$ cat src/include/dll_ctrl_pkg.sv
// constants for the dll mode, clock change and write leveling control block
// assumes mode register writes arrive already decoded on the core clock
package dll_ctrl_pkg;

  // ----------------------------------------
  // mode register selection and bit positions
  // ----------------------------------------
  localparam logic [1:0] MR0_SEL      = 2'h0;
  localparam logic [1:0] MR1_SEL      = 2'h1;
  localparam logic [1:0] MR2_SEL      = 2'h2;
  localparam int         ADDR_W       = 13;
  localparam int         DLL_OFF_BIT  = 0;
  localparam int         RTT_B0_BIT   = 2;
  localparam int         RTT_B1_BIT   = 6;
  localparam int         RTT_B2_BIT   = 9;
  localparam int         AL_LSB       = 3;
  localparam int         WL_EN_BIT    = 7;
  localparam int         QOFF_BIT     = 12;
  localparam int         CL_LSB       = 4;
  localparam int         DLL_RST_BIT  = 8;
  localparam int         CWL_LSB      = 3;

  // ----------------------------------------
  // latency encodings and reset values
  // ----------------------------------------
  localparam logic [3:0] CL_BASE      = 4'h4;
  localparam logic [3:0] CWL_BASE     = 4'h5;
  localparam logic [3:0] CL_DLL_OFF   = 4'h6;
  localparam logic [3:0] CWL_DLL_OFF  = 4'h6;
  localparam logic [3:0] CL_RESET     = 4'h6;
  localparam logic [3:0] CWL_RESET    = 4'h6;
  localparam logic [1:0] AL_CL_M1     = 2'h1;
  localparam logic [1:0] AL_CL_M2     = 2'h2;

  // ----------------------------------------
  // timing
  // ----------------------------------------
  localparam int          CLK_PERIOD_NS = 100;
  localparam int          TCKSRE_NS     = 10;
  localparam int          TCKSRE_CYC_I  = (TCKSRE_NS + CLK_PERIOD_NS - 1) / CLK_PERIOD_NS;
  localparam logic [3:0]  TCKSRE_CYC    = 4'((TCKSRE_CYC_I < 1) ? 1 : TCKSRE_CYC_I);
  localparam logic [9:0]  TDLLK_NCK     = 10'h200;

  // ----------------------------------------
  // synchronised pin channels
  // ----------------------------------------
  localparam int NPINS    = 5;
  localparam int PIN_CK   = 0;
  localparam int PIN_DQSL = 1;
  localparam int PIN_DQSU = 2;
  localparam int PIN_CKE  = 3;
  localparam int PIN_ODT  = 4;

  typedef enum logic [1:0] {LP_ACTIVE, LP_SELF_REFRESH, LP_POWER_DOWN} lp_e;

endpackage

$ cat src/include/pin_sync_if.sv
// carries one asynchronous pin into the core clock domain and its filtered edges back
// assumes one pin_sync instance drives the sync side
`timescale 1ns/1ps
interface pin_sync_if;
  logic raw;
  logic level;
  logic rise;
  logic fall;
  modport sync (input raw, output level, rise, fall);
  modport user (output raw, input level, rise, fall);
endinterface

$ cat src/pin_sync.sv
// three-flop synchroniser with agreement filter for one asynchronous pin
// assumes the pin is slower than half the core clock
`timescale 1ns/1ps
module pin_sync (
  input  wire logic clock,
  input  wire logic sys_rst,
  pin_sync_if.sync  port
);
  logic s1_q, s2_q, s3_q, lvl_q;
  logic lvl_d;

  // the level only moves once the second and third stage agree
  always_comb begin
    lvl_d = lvl_q;
    if (s2_q == s3_q) begin
      lvl_d = s3_q;
    end
  end

  always_ff @(posedge clock or posedge sys_rst) begin
    if (sys_rst) begin
      s1_q  <= 1'b0;
      s2_q  <= 1'b0;
      s3_q  <= 1'b0;
      lvl_q <= 1'b0;
    end else begin
      s1_q  <= port.raw;
      s2_q  <= s1_q;
      s3_q  <= s2_q;
      lvl_q <= lvl_d;
    end
  end

  assign port.level = lvl_q;
  assign port.rise  = lvl_d & ~lvl_q;
  assign port.fall  = ~lvl_d & lvl_q;
endmodule

$ cat src/dll_mode_ctrl.sv
// dll on/off mode, clock change and write leveling control of the memory device
// assumes commands arrive decoded on the core clock; ck, strobes, cke and odt are raw pins
// Behaviour
// - mode register 1 bit 0 high turns the dll off until written low
// - dll-off supports only read and write latency six; others flagged
// - dll-off read strobe window opens one clock earlier than al plus cl
// - dll enable then mode register 0 bit 8 starts a dll reset
// - device ignores the clock once in low power and entry time passed
// - in power-down termination stays off when nominal termination disabled
// - leveling samples ck on each strobe rise and reports it on dq
// - leveling terminates strobes per odt, never the dq lines
// - each byte lane reports its own strobe to clock relation
// - mode register 1 bit 7 enters and leaves write leveling
`timescale 1ns/1ps
module dll_mode_ctrl
  import dll_ctrl_pkg::*;
(
  input  wire logic                             clock,
  input  wire logic                             sys_rst,
  input  wire logic                             mrs_valid,
  input  wire logic [1:0]                       mrs_sel,
  input  wire logic [dll_ctrl_pkg::ADDR_W-1:0]  mrs_addr,
  input  wire logic                             sre_cmd,
  input  wire logic                             read_cmd,
  input  wire logic                             ck_pin,
  input  wire logic                             cke_pin,
  input  wire logic                             odt_pin,
  input  wire logic                             dqs_l_pin,
  input  wire logic                             dqs_u_pin,
  input  wire logic [15:0]                      dq_i,
  output logic      [15:0]                      dq_o,
  output logic                                  dq_oe_n,
  output logic                                  dll_enabled,
  output logic                                  dll_locked,
  output logic                                  latency_error,
  output logic                                  leveling_active,
  output logic                                  clock_ignored,
  output logic                                  dq_term_on,
  output logic                                  dqs_term_on,
  output logic                                  read_window_start
);
  import dll_ctrl_pkg::*;

  // ----------------------------------------
  // pin synchronisers
  // ----------------------------------------
  pin_sync_if pins[NPINS] ();
  logic [NPINS-1:0] pin_raw;
  assign pin_raw = {odt_pin, cke_pin, dqs_u_pin, dqs_l_pin, ck_pin};

  genvar gi;
  generate
    for (gi = 0; gi < NPINS; gi++) begin : g_sync
      assign pins[gi].raw = pin_raw[gi];
      pin_sync u_sync (
        .clock   (clock),
        .sys_rst (sys_rst),
        .port    (pins[gi])
      );
    end
  endgenerate

  logic ck_lvl, ck_rise, dqsl_rise, dqsu_rise, cke_rise, cke_fall, odt_lvl;
  assign ck_lvl    = pins[PIN_CK].level;
  assign ck_rise   = pins[PIN_CK].rise;
  assign dqsl_rise = pins[PIN_DQSL].rise;
  assign dqsu_rise = pins[PIN_DQSU].rise;
  assign cke_rise  = pins[PIN_CKE].rise;
  assign cke_fall  = pins[PIN_CKE].fall;
  assign odt_lvl   = pins[PIN_ODT].level;

  // ----------------------------------------
  // mode bits
  // ----------------------------------------
  logic       dll_off_q, dll_off_d, wl_q, wl_d, qoff_q, qoff_d, lat_err_q, lat_err_d;
  logic [2:0] rtt_q, rtt_d;
  logic [1:0] al_code_q, al_code_d;
  logic [3:0] cl_q, cl_d, cwl_q, cwl_d;
  logic       mr0_wr, mr1_wr, mr2_wr, dll_rst_start;

  assign mr0_wr        = mrs_valid && (mrs_sel == MR0_SEL);
  assign mr1_wr        = mrs_valid && (mrs_sel == MR1_SEL);
  assign mr2_wr        = mrs_valid && (mrs_sel == MR2_SEL);
  assign dll_rst_start = mr0_wr && mrs_addr[DLL_RST_BIT];

  always_comb begin
    dll_off_d = dll_off_q;
    wl_d      = wl_q;
    qoff_d    = qoff_q;
    rtt_d     = rtt_q;
    al_code_d = al_code_q;
    cl_d      = cl_q;
    cwl_d     = cwl_q;
    if (mr1_wr) begin
      dll_off_d = mrs_addr[DLL_OFF_BIT];
      wl_d      = mrs_addr[WL_EN_BIT];
      qoff_d    = mrs_addr[QOFF_BIT];
      rtt_d     = {mrs_addr[RTT_B2_BIT], mrs_addr[RTT_B1_BIT], mrs_addr[RTT_B0_BIT]};
      al_code_d = mrs_addr[AL_LSB +: 2];
    end
    if (mr0_wr) begin
      cl_d = CL_BASE + {1'b0, mrs_addr[CL_LSB +: 3]};
    end
    if (mr2_wr) begin
      cwl_d = CWL_BASE + {1'b0, mrs_addr[CWL_LSB +: 3]};
    end
    // dll-off only guarantees the single latency pair
    lat_err_d = dll_off_d && ((cl_d != CL_DLL_OFF) || (cwl_d != CWL_DLL_OFF));
  end

  always_ff @(posedge clock or posedge sys_rst) begin
    if (sys_rst) begin
      dll_off_q <= 1'b0;
      wl_q      <= 1'b0;
      qoff_q    <= 1'b0;
      rtt_q     <= 3'h0;
      al_code_q <= 2'h0;
      cl_q      <= CL_RESET;
      cwl_q     <= CWL_RESET;
      lat_err_q <= 1'b0;
    end else begin
      dll_off_q <= dll_off_d;
      wl_q      <= wl_d;
      qoff_q    <= qoff_d;
      rtt_q     <= rtt_d;
      al_code_q <= al_code_d;
      cl_q      <= cl_d;
      cwl_q     <= cwl_d;
      lat_err_q <= lat_err_d;
    end
  end

  // ----------------------------------------
  // low power state and clock ignore
  // ----------------------------------------
  lp_e        lp_q, lp_d;
  logic [3:0] sre_cnt_q, sre_cnt_d;
  logic       ign_q, ign_d;

  // counted on the core clock, since ck may stop once it is ignored
  always_comb begin
    lp_d      = lp_q;
    sre_cnt_d = sre_cnt_q;
    unique case (lp_q)
      LP_ACTIVE: begin
        if (sre_cmd) begin
          lp_d      = LP_SELF_REFRESH;
          sre_cnt_d = TCKSRE_CYC;
        end else if (cke_fall) begin
          lp_d      = LP_POWER_DOWN;
          sre_cnt_d = TCKSRE_CYC;
        end
      end
      LP_SELF_REFRESH, LP_POWER_DOWN: begin
        if (cke_rise) begin
          lp_d = LP_ACTIVE;
        end else if (sre_cnt_q != 4'h0) begin
          sre_cnt_d = sre_cnt_q - 4'h1;
        end
      end
    endcase
    ign_d = (lp_d != LP_ACTIVE) && (sre_cnt_d == 4'h0);
  end

  always_ff @(posedge clock or posedge sys_rst) begin
    if (sys_rst) begin
      lp_q      <= LP_ACTIVE;
      sre_cnt_q <= 4'h0;
      ign_q     <= 1'b0;
    end else begin
      lp_q      <= lp_d;
      sre_cnt_q <= sre_cnt_d;
      ign_q     <= ign_d;
    end
  end

  // ----------------------------------------
  // dll reset and lock
  // ----------------------------------------
  logic [9:0] lock_cnt_q, lock_cnt_d;
  logic       locked_q, locked_d;

  always_comb begin
    lock_cnt_d = lock_cnt_q;
    locked_d   = locked_q;
    if (dll_off_d) begin
      // drop any count in flight so the dll only relocks after a fresh reset
      lock_cnt_d = 10'h0;
      locked_d   = 1'b0;
    end else if (dll_rst_start) begin
      lock_cnt_d = TDLLK_NCK;
      locked_d   = 1'b0;
    end else if (!locked_q && (lock_cnt_q != 10'h0) && ck_rise && !ign_q) begin
      lock_cnt_d = lock_cnt_q - 10'h1;
      locked_d   = (lock_cnt_q == 10'h1);
    end
  end

  always_ff @(posedge clock or posedge sys_rst) begin
    if (sys_rst) begin
      lock_cnt_q <= 10'h0;
      locked_q   <= 1'b0;
    end else begin
      lock_cnt_q <= lock_cnt_d;
      locked_q   <= locked_d;
    end
  end

  // ----------------------------------------
  // read strobe window
  // ----------------------------------------
  logic [4:0] rd_cnt_q, rd_cnt_d, al_val, rd_target;
  logic       rd_busy_q, rd_busy_d, rd_win_q, rd_win_d;

  always_comb begin
    unique case (al_code_q)
      AL_CL_M1: al_val = {1'b0, cl_q} - 5'h01;
      AL_CL_M2: al_val = {1'b0, cl_q} - 5'h02;
      default:  al_val = 5'h00;
    endcase
    rd_target = al_val + {1'b0, cl_q} - {4'h0, dll_off_q};
    rd_cnt_d  = rd_cnt_q;
    rd_busy_d = rd_busy_q;
    rd_win_d  = 1'b0;
    if (read_cmd) begin
      rd_cnt_d  = rd_target;
      rd_busy_d = 1'b1;
    end else if (rd_busy_q && ck_rise) begin
      rd_cnt_d = rd_cnt_q - 5'h01;
      if (rd_cnt_q == 5'h01) begin
        rd_busy_d = 1'b0;
        rd_win_d  = 1'b1;
      end
    end
  end

  always_ff @(posedge clock or posedge sys_rst) begin
    if (sys_rst) begin
      rd_cnt_q  <= 5'h00;
      rd_busy_q <= 1'b0;
      rd_win_q  <= 1'b0;
    end else begin
      rd_cnt_q  <= rd_cnt_d;
      rd_busy_q <= rd_busy_d;
      rd_win_q  <= rd_win_d;
    end
  end

  // ----------------------------------------
  // write leveling feedback and termination
  // ----------------------------------------
  logic [15:0] dq_q, dq_d;
  logic        dq_term_q, dq_term_d, dqs_term_q, dqs_term_d, rtt_en;

  assign rtt_en = (rtt_q != 3'h0);

  always_comb begin
    dq_d = dq_q;
    if (!wl_q) begin
      dq_d = 16'h0000;
    end else begin
      // prime bit per lane, the other bits stay low
      if (dqsl_rise) begin
        dq_d[0] = ck_lvl;
      end
      if (dqsu_rise) begin
        dq_d[8] = ck_lvl;
      end
    end
    // direct termination is unsupported with the dll off
    dq_term_d  = !wl_q && odt_lvl && rtt_en && !dll_off_q && (lp_q != LP_SELF_REFRESH);
    dqs_term_d = wl_q ? odt_lvl : dq_term_d;
  end

  always_ff @(posedge clock or posedge sys_rst) begin
    if (sys_rst) begin
      dq_q       <= 16'h0000;
      dq_term_q  <= 1'b0;
      dqs_term_q <= 1'b0;
    end else begin
      dq_q       <= dq_d;
      dq_term_q  <= dq_term_d;
      dqs_term_q <= dqs_term_d;
    end
  end

  assign dq_o              = dq_q;
  assign dq_oe_n           = !(wl_q && !qoff_q);
  assign dll_enabled       = !dll_off_q;
  assign dll_locked        = locked_q;
  assign latency_error     = lat_err_q;
  assign leveling_active   = wl_q;
  assign clock_ignored     = ign_q;
  assign dq_term_on        = dq_term_q;
  assign dqs_term_on       = dqs_term_q;
  assign read_window_start = rd_win_q;

  // ----------------------------------------
  // checks
  // ----------------------------------------
  logic [4:0] h_exp_q, h_seen_q;
  always_ff @(posedge clock or posedge sys_rst) begin
    if (sys_rst) begin
      h_exp_q  <= 5'h00;
      h_seen_q <= 5'h00;
    end else if (read_cmd) begin
      h_exp_q  <= rd_target;
      h_seen_q <= 5'h00;
    end else if (rd_busy_q && ck_rise) begin
      h_seen_q <= h_seen_q + 5'h01;
    end
  end
endmodule

$ cat config.mk
export PLATFORM = sky130hd
export DESIGN_NAME = dll_mode_ctrl
export DESIGN_NICKNAME = d
export VERILOG_FILES = /design/src/include/dll_ctrl_pkg.sv /design/src/include/pin_sync_if.sv /design/src/pin_sync.sv /design/src/dll_mode_ctrl.sv
export SDC_FILE = /design/constraint.sdc
export NUM_CORES = 1
export LEC_CHECK = 0
export BUFFER_PORTS_ARGS = -buffer_cell sky130_fd_sc_hd__buf_2
export CORE_UTILIZATION = 57
export CTS_BUF_LIST = sky130_fd_sc_hd__clkbuf_2 sky130_fd_sc_hd__clkbuf_4 sky130_fd_sc_hd__clkbuf_8
export DETAILED_ROUTE_END_ITERATION = 10
export GPL_TIMING_DRIVEN = 0
export PLACE_DENSITY = 0.82
export SYNTH_ARGS = -nofsm -noshare
export SYNTH_HDL_FRONTEND = slang
export SYNTH_SLANG_ARGS = --single-unit
export TNS_END_PERCENT = 50
$ cat constraint.sdc
create_clock -name clock -period 3 [get_ports clock]
set_input_delay 0.45 -clock clock [delete_from_list [all_inputs] [get_ports clock]]
set_output_delay 0.45 -clock clock [all_outputs]
set_load 0.03 [all_outputs]
# Word-level counts from Yosys, hierarchy flattened
# Cells that the tools add are included.
[word_totals] ram_bits=0 mem_count=0 ff_bits=66 in_bits=41 latch_bits=0 output_inout_bits=25 mem_bits_ro=0
[classes] div_mod_pow=0 n_reduce_logical=34 order_cmp=0 n_addsub=9 eq_ne=18 n_mux=36 shift=0 bitwise_logic=10 multipliers=0
[ops] op="$mux 10" count=3
[ops] op="$mux 4" count=6
[ops] op="$mux 1" count=19
[ops] op="$logic_and 1x1->1" count=15
[ops] op="$eq 10x1->1 const B" count=1
[ops] op="$mux 5" count=2
[ops] op="$pmux 5 s2" count=1
[ops] op="$reduce_bool 10->1" count=1
[ops] op="$sub 10x1->10 const B" count=1
[ops] op="$add 3x3->4 const A" count=2
[ops] op="$ne 4x3->1 const B" count=2
[ops] op="$pmux 4 s2" count=1
[ops] op="$eq 2x1->1 const B" count=3
[ops] op="$eq 2x2->1 const B" count=3
[ops] op="$logic_not 1->1" count=6
[ops] op="$mux 2" count=3
[ops] op="$reduce_bool 2->1" count=3
[ops] op="$reduce_bool 3->1" count=2
[ops] op="$add 5x4->5" count=1
[ops] op="$and 1x1->1" count=5
[ops] op="$eq 1x1->1" count=5
[ops] op="$eq 5x1->1 const B" count=1
[ops] op="$not 1->1" count=5
[ops] op="$sub 4x1->5 const B" count=1
[ops] op="other kinds (13)" count=15

# Longest topological paths before layout
[depth] ltp_word=9 ltp_mapped=13 ltp_nobuf=13

# Hierarchy
# A second synthesis with hierarchy kept.
[unflattened] cells_unflattened=311 area_unflattened_um2=3359.5
[by_module_without_submodules] mod="dll_mode_ctrl" cells_each=271 area_each_um2=2696.3 seq_area_each_um2=1156.1 n_inst=1
[by_module_without_submodules] mod="pin_sync" cells_each=8 area_each_um2=132.6 seq_area_each_um2=100.1 n_inst=5

# Worst setup path after synthesis
# No wires, ideal clock.
[synth_timing] path_type="flip-flop to flip-flop" startpoint="reg cl_q[1]" endpoint="reg rd_cnt_q[4]" n_path_buf=0 path_stages_with_launch=13 t_required_ps=2865 path_slack_ps=439 arrival_time_ps=2426 cell_sequence="dfstp_2 -> inv_1 -> ha_1 -> nor2b_1 -> a21oi_1 -> or2_2 -> ha_1 -> inv_1 -> ha_1 -> a21o_1 -> a21oi_1 -> xnor2_1 -> mux2i_1"
[synth_between] elab_chain_cells=5 word_cells_on_any_way=6 classes_between="4 x add/sub; 2 x mux"
[synth_lines] element="start, declared" line_no="dll_mode_ctrl.sv:78" rtl="logic [3:0] cl_q, cl_d, cwl_q, cwl_d;"
[synth_lines] element="start signal, assigned" line_no="dll_mode_ctrl.sv:127" rtl="cl_q <= cl_d;"
[synth_lines] element="$sub 4x2->5 or $sub 4x1->5 (tied branches)" line_no="dll_mode_ctrl.sv:218, dll_mode_ctrl.sv:217"
[synth_lines] element="$pmux 5 s2" line_no="dll_mode_ctrl.sv:216" rtl="unique case (al_code_q)"
[synth_lines] element="$add 5x4->5 *" line_no="dll_mode_ctrl.sv:221" rtl="rd_target = al_val + {1'b0, cl_q} - {4'h0, dll_off_q};"
[synth_lines] element="$sub 5x1->5 *" line_no="dll_mode_ctrl.sv:221"
[synth_lines] element="$mux 5 *" line_no="dll_mode_ctrl.sv:225" rtl="if (read_cmd) begin"
[synth_lines] element="end signal, assigned" line_no="dll_mode_ctrl.sv:243" rtl="rd_cnt_q <= rd_cnt_d;"
[synth_lines] element="end, declared" line_no="dll_mode_ctrl.sv:212" rtl="logic [4:0] rd_cnt_q, rd_cnt_d, al_val, rd_target;"
# Mark *: on every way between the ends. The rest lies on a longest branch, timed or not.
# A chain may end at the register's enable or synchronous reset.

# Worst setup path in the final report
# Ends and elaborated chain as after synthesis.

==> metrics.md <==
| Metric | Value |
|---|---|
| CP max stage cell | `dfstp_2` |
| Initial drt markers | `71` |
| Cell area after synthesis | `3330 um^2` |
| Post-CTS resize count | `0` |
| IO Count | `66` |
| Status | `finished clean` |
| Clock sink total | `66` |
| Starting density of the core | `0.598` |
| Largest family of logic cells by synthesized area | `simple AND/OR/NAND/NOR gates` |
| Row count | `27` |
| Int Pwr | `1.86 mW` |
| CP Data Required Time | `3.19 ns` |
| Avg Vias per Cell | `5.23` |
| N_diodes | `0` |
| Clock skew | `0.0133 ns` |
| Place WS | `0.251 ns` |
| CP Launch Type | `register` |
| Placed insts | `431` |
| Hold_buf cts | `0` |
| Count of final hold-check violations | `0` |
| CP Cell Sequence | `inv_1 -> ha_1 -> nor2b_1 -> a21oi_1 -> or2_2 -> ha_1 -> inv_1 -> ha_1 -> a21o_1 -> a21oi_1 -> xnor2_1 -> mux2i_1` |
| Routed Antenna Nets | `0` |
| Sum Neg Setup Slack | `0 ns` |
| Synth Area in Compound Gates | `0.0916` |
| Fraction of the mapped netlist area in simple logic gates | `0.152` |
| Root buffer cell | `clkbuf_8` |
| Synth cell types | `49` |
| Max Buffers Root-to-Sink | `2` |
| Syn. warnings | `0` |
| Largest net degree at the start of global routing | `36` |
| Cells after Synth | `314` |
| Adder and majority cell fraction of the synthesized area | `0.0961` |
| Port bufs | `31` |
| R2R Setup Slk | `0.22 ns` |
| Worst Max-Slew Pin Slew | `0.651 ns` |
| Switching Share | `0.351` |
| Power share of the sequential group | `0.412` |
| Worst-skew pair later-pin latency | `roughly 0.34 ns` |
| H-tree depth | `3` |
| WHS | `0.202 ns` |
| Final Max Slew Viols | `0` |
| Num CTS Buffers | `9` |
| Fmax achieved | `360 MHz` |
| Dpl hpwl | `4.23 mm` |
| Share of layout cells above drive strength 1 | `0.211` |
| Synth top area cells | `dfrtp_1 (47%), ha_1 (7.5%), o21ai_0 (3.3%), buf_4 (3.2%), dfstp_2 (3.2%)` |
| Period utilization | `0.925` |
| Area leader, netlist | `dfrtp_1` |
| Die area | `6160 um^2` |
| Area share of the largest cell type after synthesis | `0.465` |
| Synth async-reset ratio | `1.00` |
| Register area share after synthesis | `0.497` |
| CTS tree | `built` |
| Clock Power Share | `0.233` |
| #FFs+latches synth | `66` |
| Setup Crit Path Kind | `reg2reg` |
| CORE AREA | `around 5600 um^2` |
| Filler instances | `between 400 and 500` |
| Pre-Repair DR Iteration Count | `4` |
| Worst Path Arrival | `approximately 3.0 ns` |
| Slew margin rel. | `0.566` |
| Layout Cells excl Fill | `446` |
| Tot GR Track Use | `0.212` |
| Remaining Overflow, GRT | `0` |
| Die X | `78.5 um` |
| CTS clk-pin slew, worst paths | `0.06 ns` |
| Final setup viols | `0` |
| P per Cell Area | `747 nW/um^2` |
| Fin nets | `432` |
| Sw Pwr | `1.00 mW` |
| Commonest non-fill, non-tap cell in the layout | `dfrtp_1` |
| Min-Delay Path Class | `in2async` |
| Setup slack after layout | `0.224 ns` |
| Vias in the first global route | `2241` |
| Unrepaired setup endpoints after global routing | `no` |
| Worst vdd ir | `roughly 0.44 mV` |
| Final min period | `2.78 ns` |
| Post-CTS setup buffer count | `0` |
| Max-capacitance violation count | `0` |
| Area growth, synth to finish | `14.8%` |
| Cell mode on critical path | `ha_1` |
| Post-synth EDFFs | `0` |
| Post-synthesis xor/xnor area fraction | `0.0447` |
| Initial antenna violation count | `0` |
| WL final | `roughly 5.8 mm` |
| WL/cell | `13.0 um` |
| Mux cell area share after synthesis | `0.0544` |
| Crit-path max FO | `6` |
| Commonest cells after routing, fill and taps aside | `dfrtp_1 (62), buf_2 (31), inv_1 (25)` |
| Critical Path Max Stage Delay | `0.52 ns` |
| RePlAce Congestion | `0.880` |
| Post-Route Utilization | `0.686` |
| Vias | `2333` |
| Avg Synthesized Cell Area | `approximately 11 um^2` |
| Comb pwr share | `0.355` |
| Worst setup EP type | `register` |
| Global-route wire length before repair | `9.95 mm` |
| Ys flop type | `dfrtp_1` |
| Die Ht | `78.5 um` |
| # DRC | `0` |
| Leak | `1.84 nW` |
[power groups by stage]
stage	clock network, mW	registers [mW]	logic (mW)
final	0.665	1.18	1.02
after CTS	0.683	1.18	1.02
after global routing	0.712	1.20	1.15
after floorplan	0	1.19	0.775
after global placement	0	1.18	0.963
after detailed placement	0	1.19	1.01
[final cells by class]
type	instances	area, um^2	share of cell area
clock inverters	2	12.5	0.00327
multi-input cells	219	1520	0.396
well taps	72	90.1	0.0235
repair buffers	32	175	0.0458
plain buffers	16	113	0.0294
flip-flops and latches	66	1660	0.433
clock buffers	13	166	0.0435
inverters	26	97.6	0.0255
[worst paths after layout]
path / end / startpoint / depth (start not counted)
setup / recovery: rd_cnt_q[4] / cl_q[1] / 12
hold / removal: g_sync[0].u_sync.s1_q / sys_rst / 2
setup reg to reg: rd_cnt_q[4] / cl_q[1] / 12
hold reg to reg: g_sync[3].u_sync.s2_q / g_sync[3].u_sync.s1_q / 0
max in group asynchronous: lock_cnt_q[9] / sys_rst / 3
min in group clock: g_sync[0].u_sync.s1_q / ck_pin / 1
[logic make-up (layout without fill, tap and decap cells)]
kind of cell,count (synthesis),after routing
xor gates and xnor gates,17,17
adders and majority gates,26,26
and+or+nand+nor,95,95
DFF,66,66
buffers and inverters,42,89
AOI/OAI and AO/OA,50,50
muxes,17,17
other,1,14
[layer usage]
metal  part of all wire  GRT usage  wire length (um)  up-vias
li1                   -          -                 -     1165
met4              0.021     0.0963               119        0
met3              0.042     0.0419               240       14
met1               0.44      0.267              2560     1102
met2               0.49      0.352              2860       52
met5                  0          0                 0        -
[registers in the layout, indices dropped and copies added, names as in the netlist, 3 cells and up]
name and cells:
g_sync.u_sync.s3_q 5, g_sync.u_sync.s2_q 5, rd_cnt_q 5, rtt_q 3, cwl_q 4, g_sync.u_sync.s1_q 5
cl_q 4, lock_cnt_q 10, sre_cnt_q 4, g_sync.u_sync.port.level 5
[worst max-delay path, delay by kind of cell, from the launching register on]
family	cells	cell delay (ns)
simple gates	2	0.38
mux	1	0.13
fa+ha+maj	3	0.92
compound gates	3	0.39
buf+inv	2	0.15
flops	1	0.52
xor+xnor	1	0.15
[cell usage after synthesis (all sizes together), types with 2 or more instances]
master / instances
xor2: 6
nor2b: 5
nand2b: 3
o21ai: 22
nor3: 9
buf: 15
xnor2: 11
mux2: 9
o31ai: 4
nand4: 2
inv: 26
dfrtp: 62
ha: 20
dfstp: 4
nor4: 3
nand3b: 8
and3b: 2
or3: 4
a21oi: 10
a21o: 5
nand3: 5
nor2: 21
nor3b: 3
mux2i: 8
nand2: 22
maj3: 5
[through the flow]
stage / total power [mW] / area (um^2)
floorplan: 1.97 / 3380
global placement: 2.15 / 3630
detailed placement: 2.20 / 3650
global route: 3.06 / 3830
finish: 2.86 / 3830
CTS: 2.88 / 3830
No activity file was read; power rests on OpenSTA's default activity.
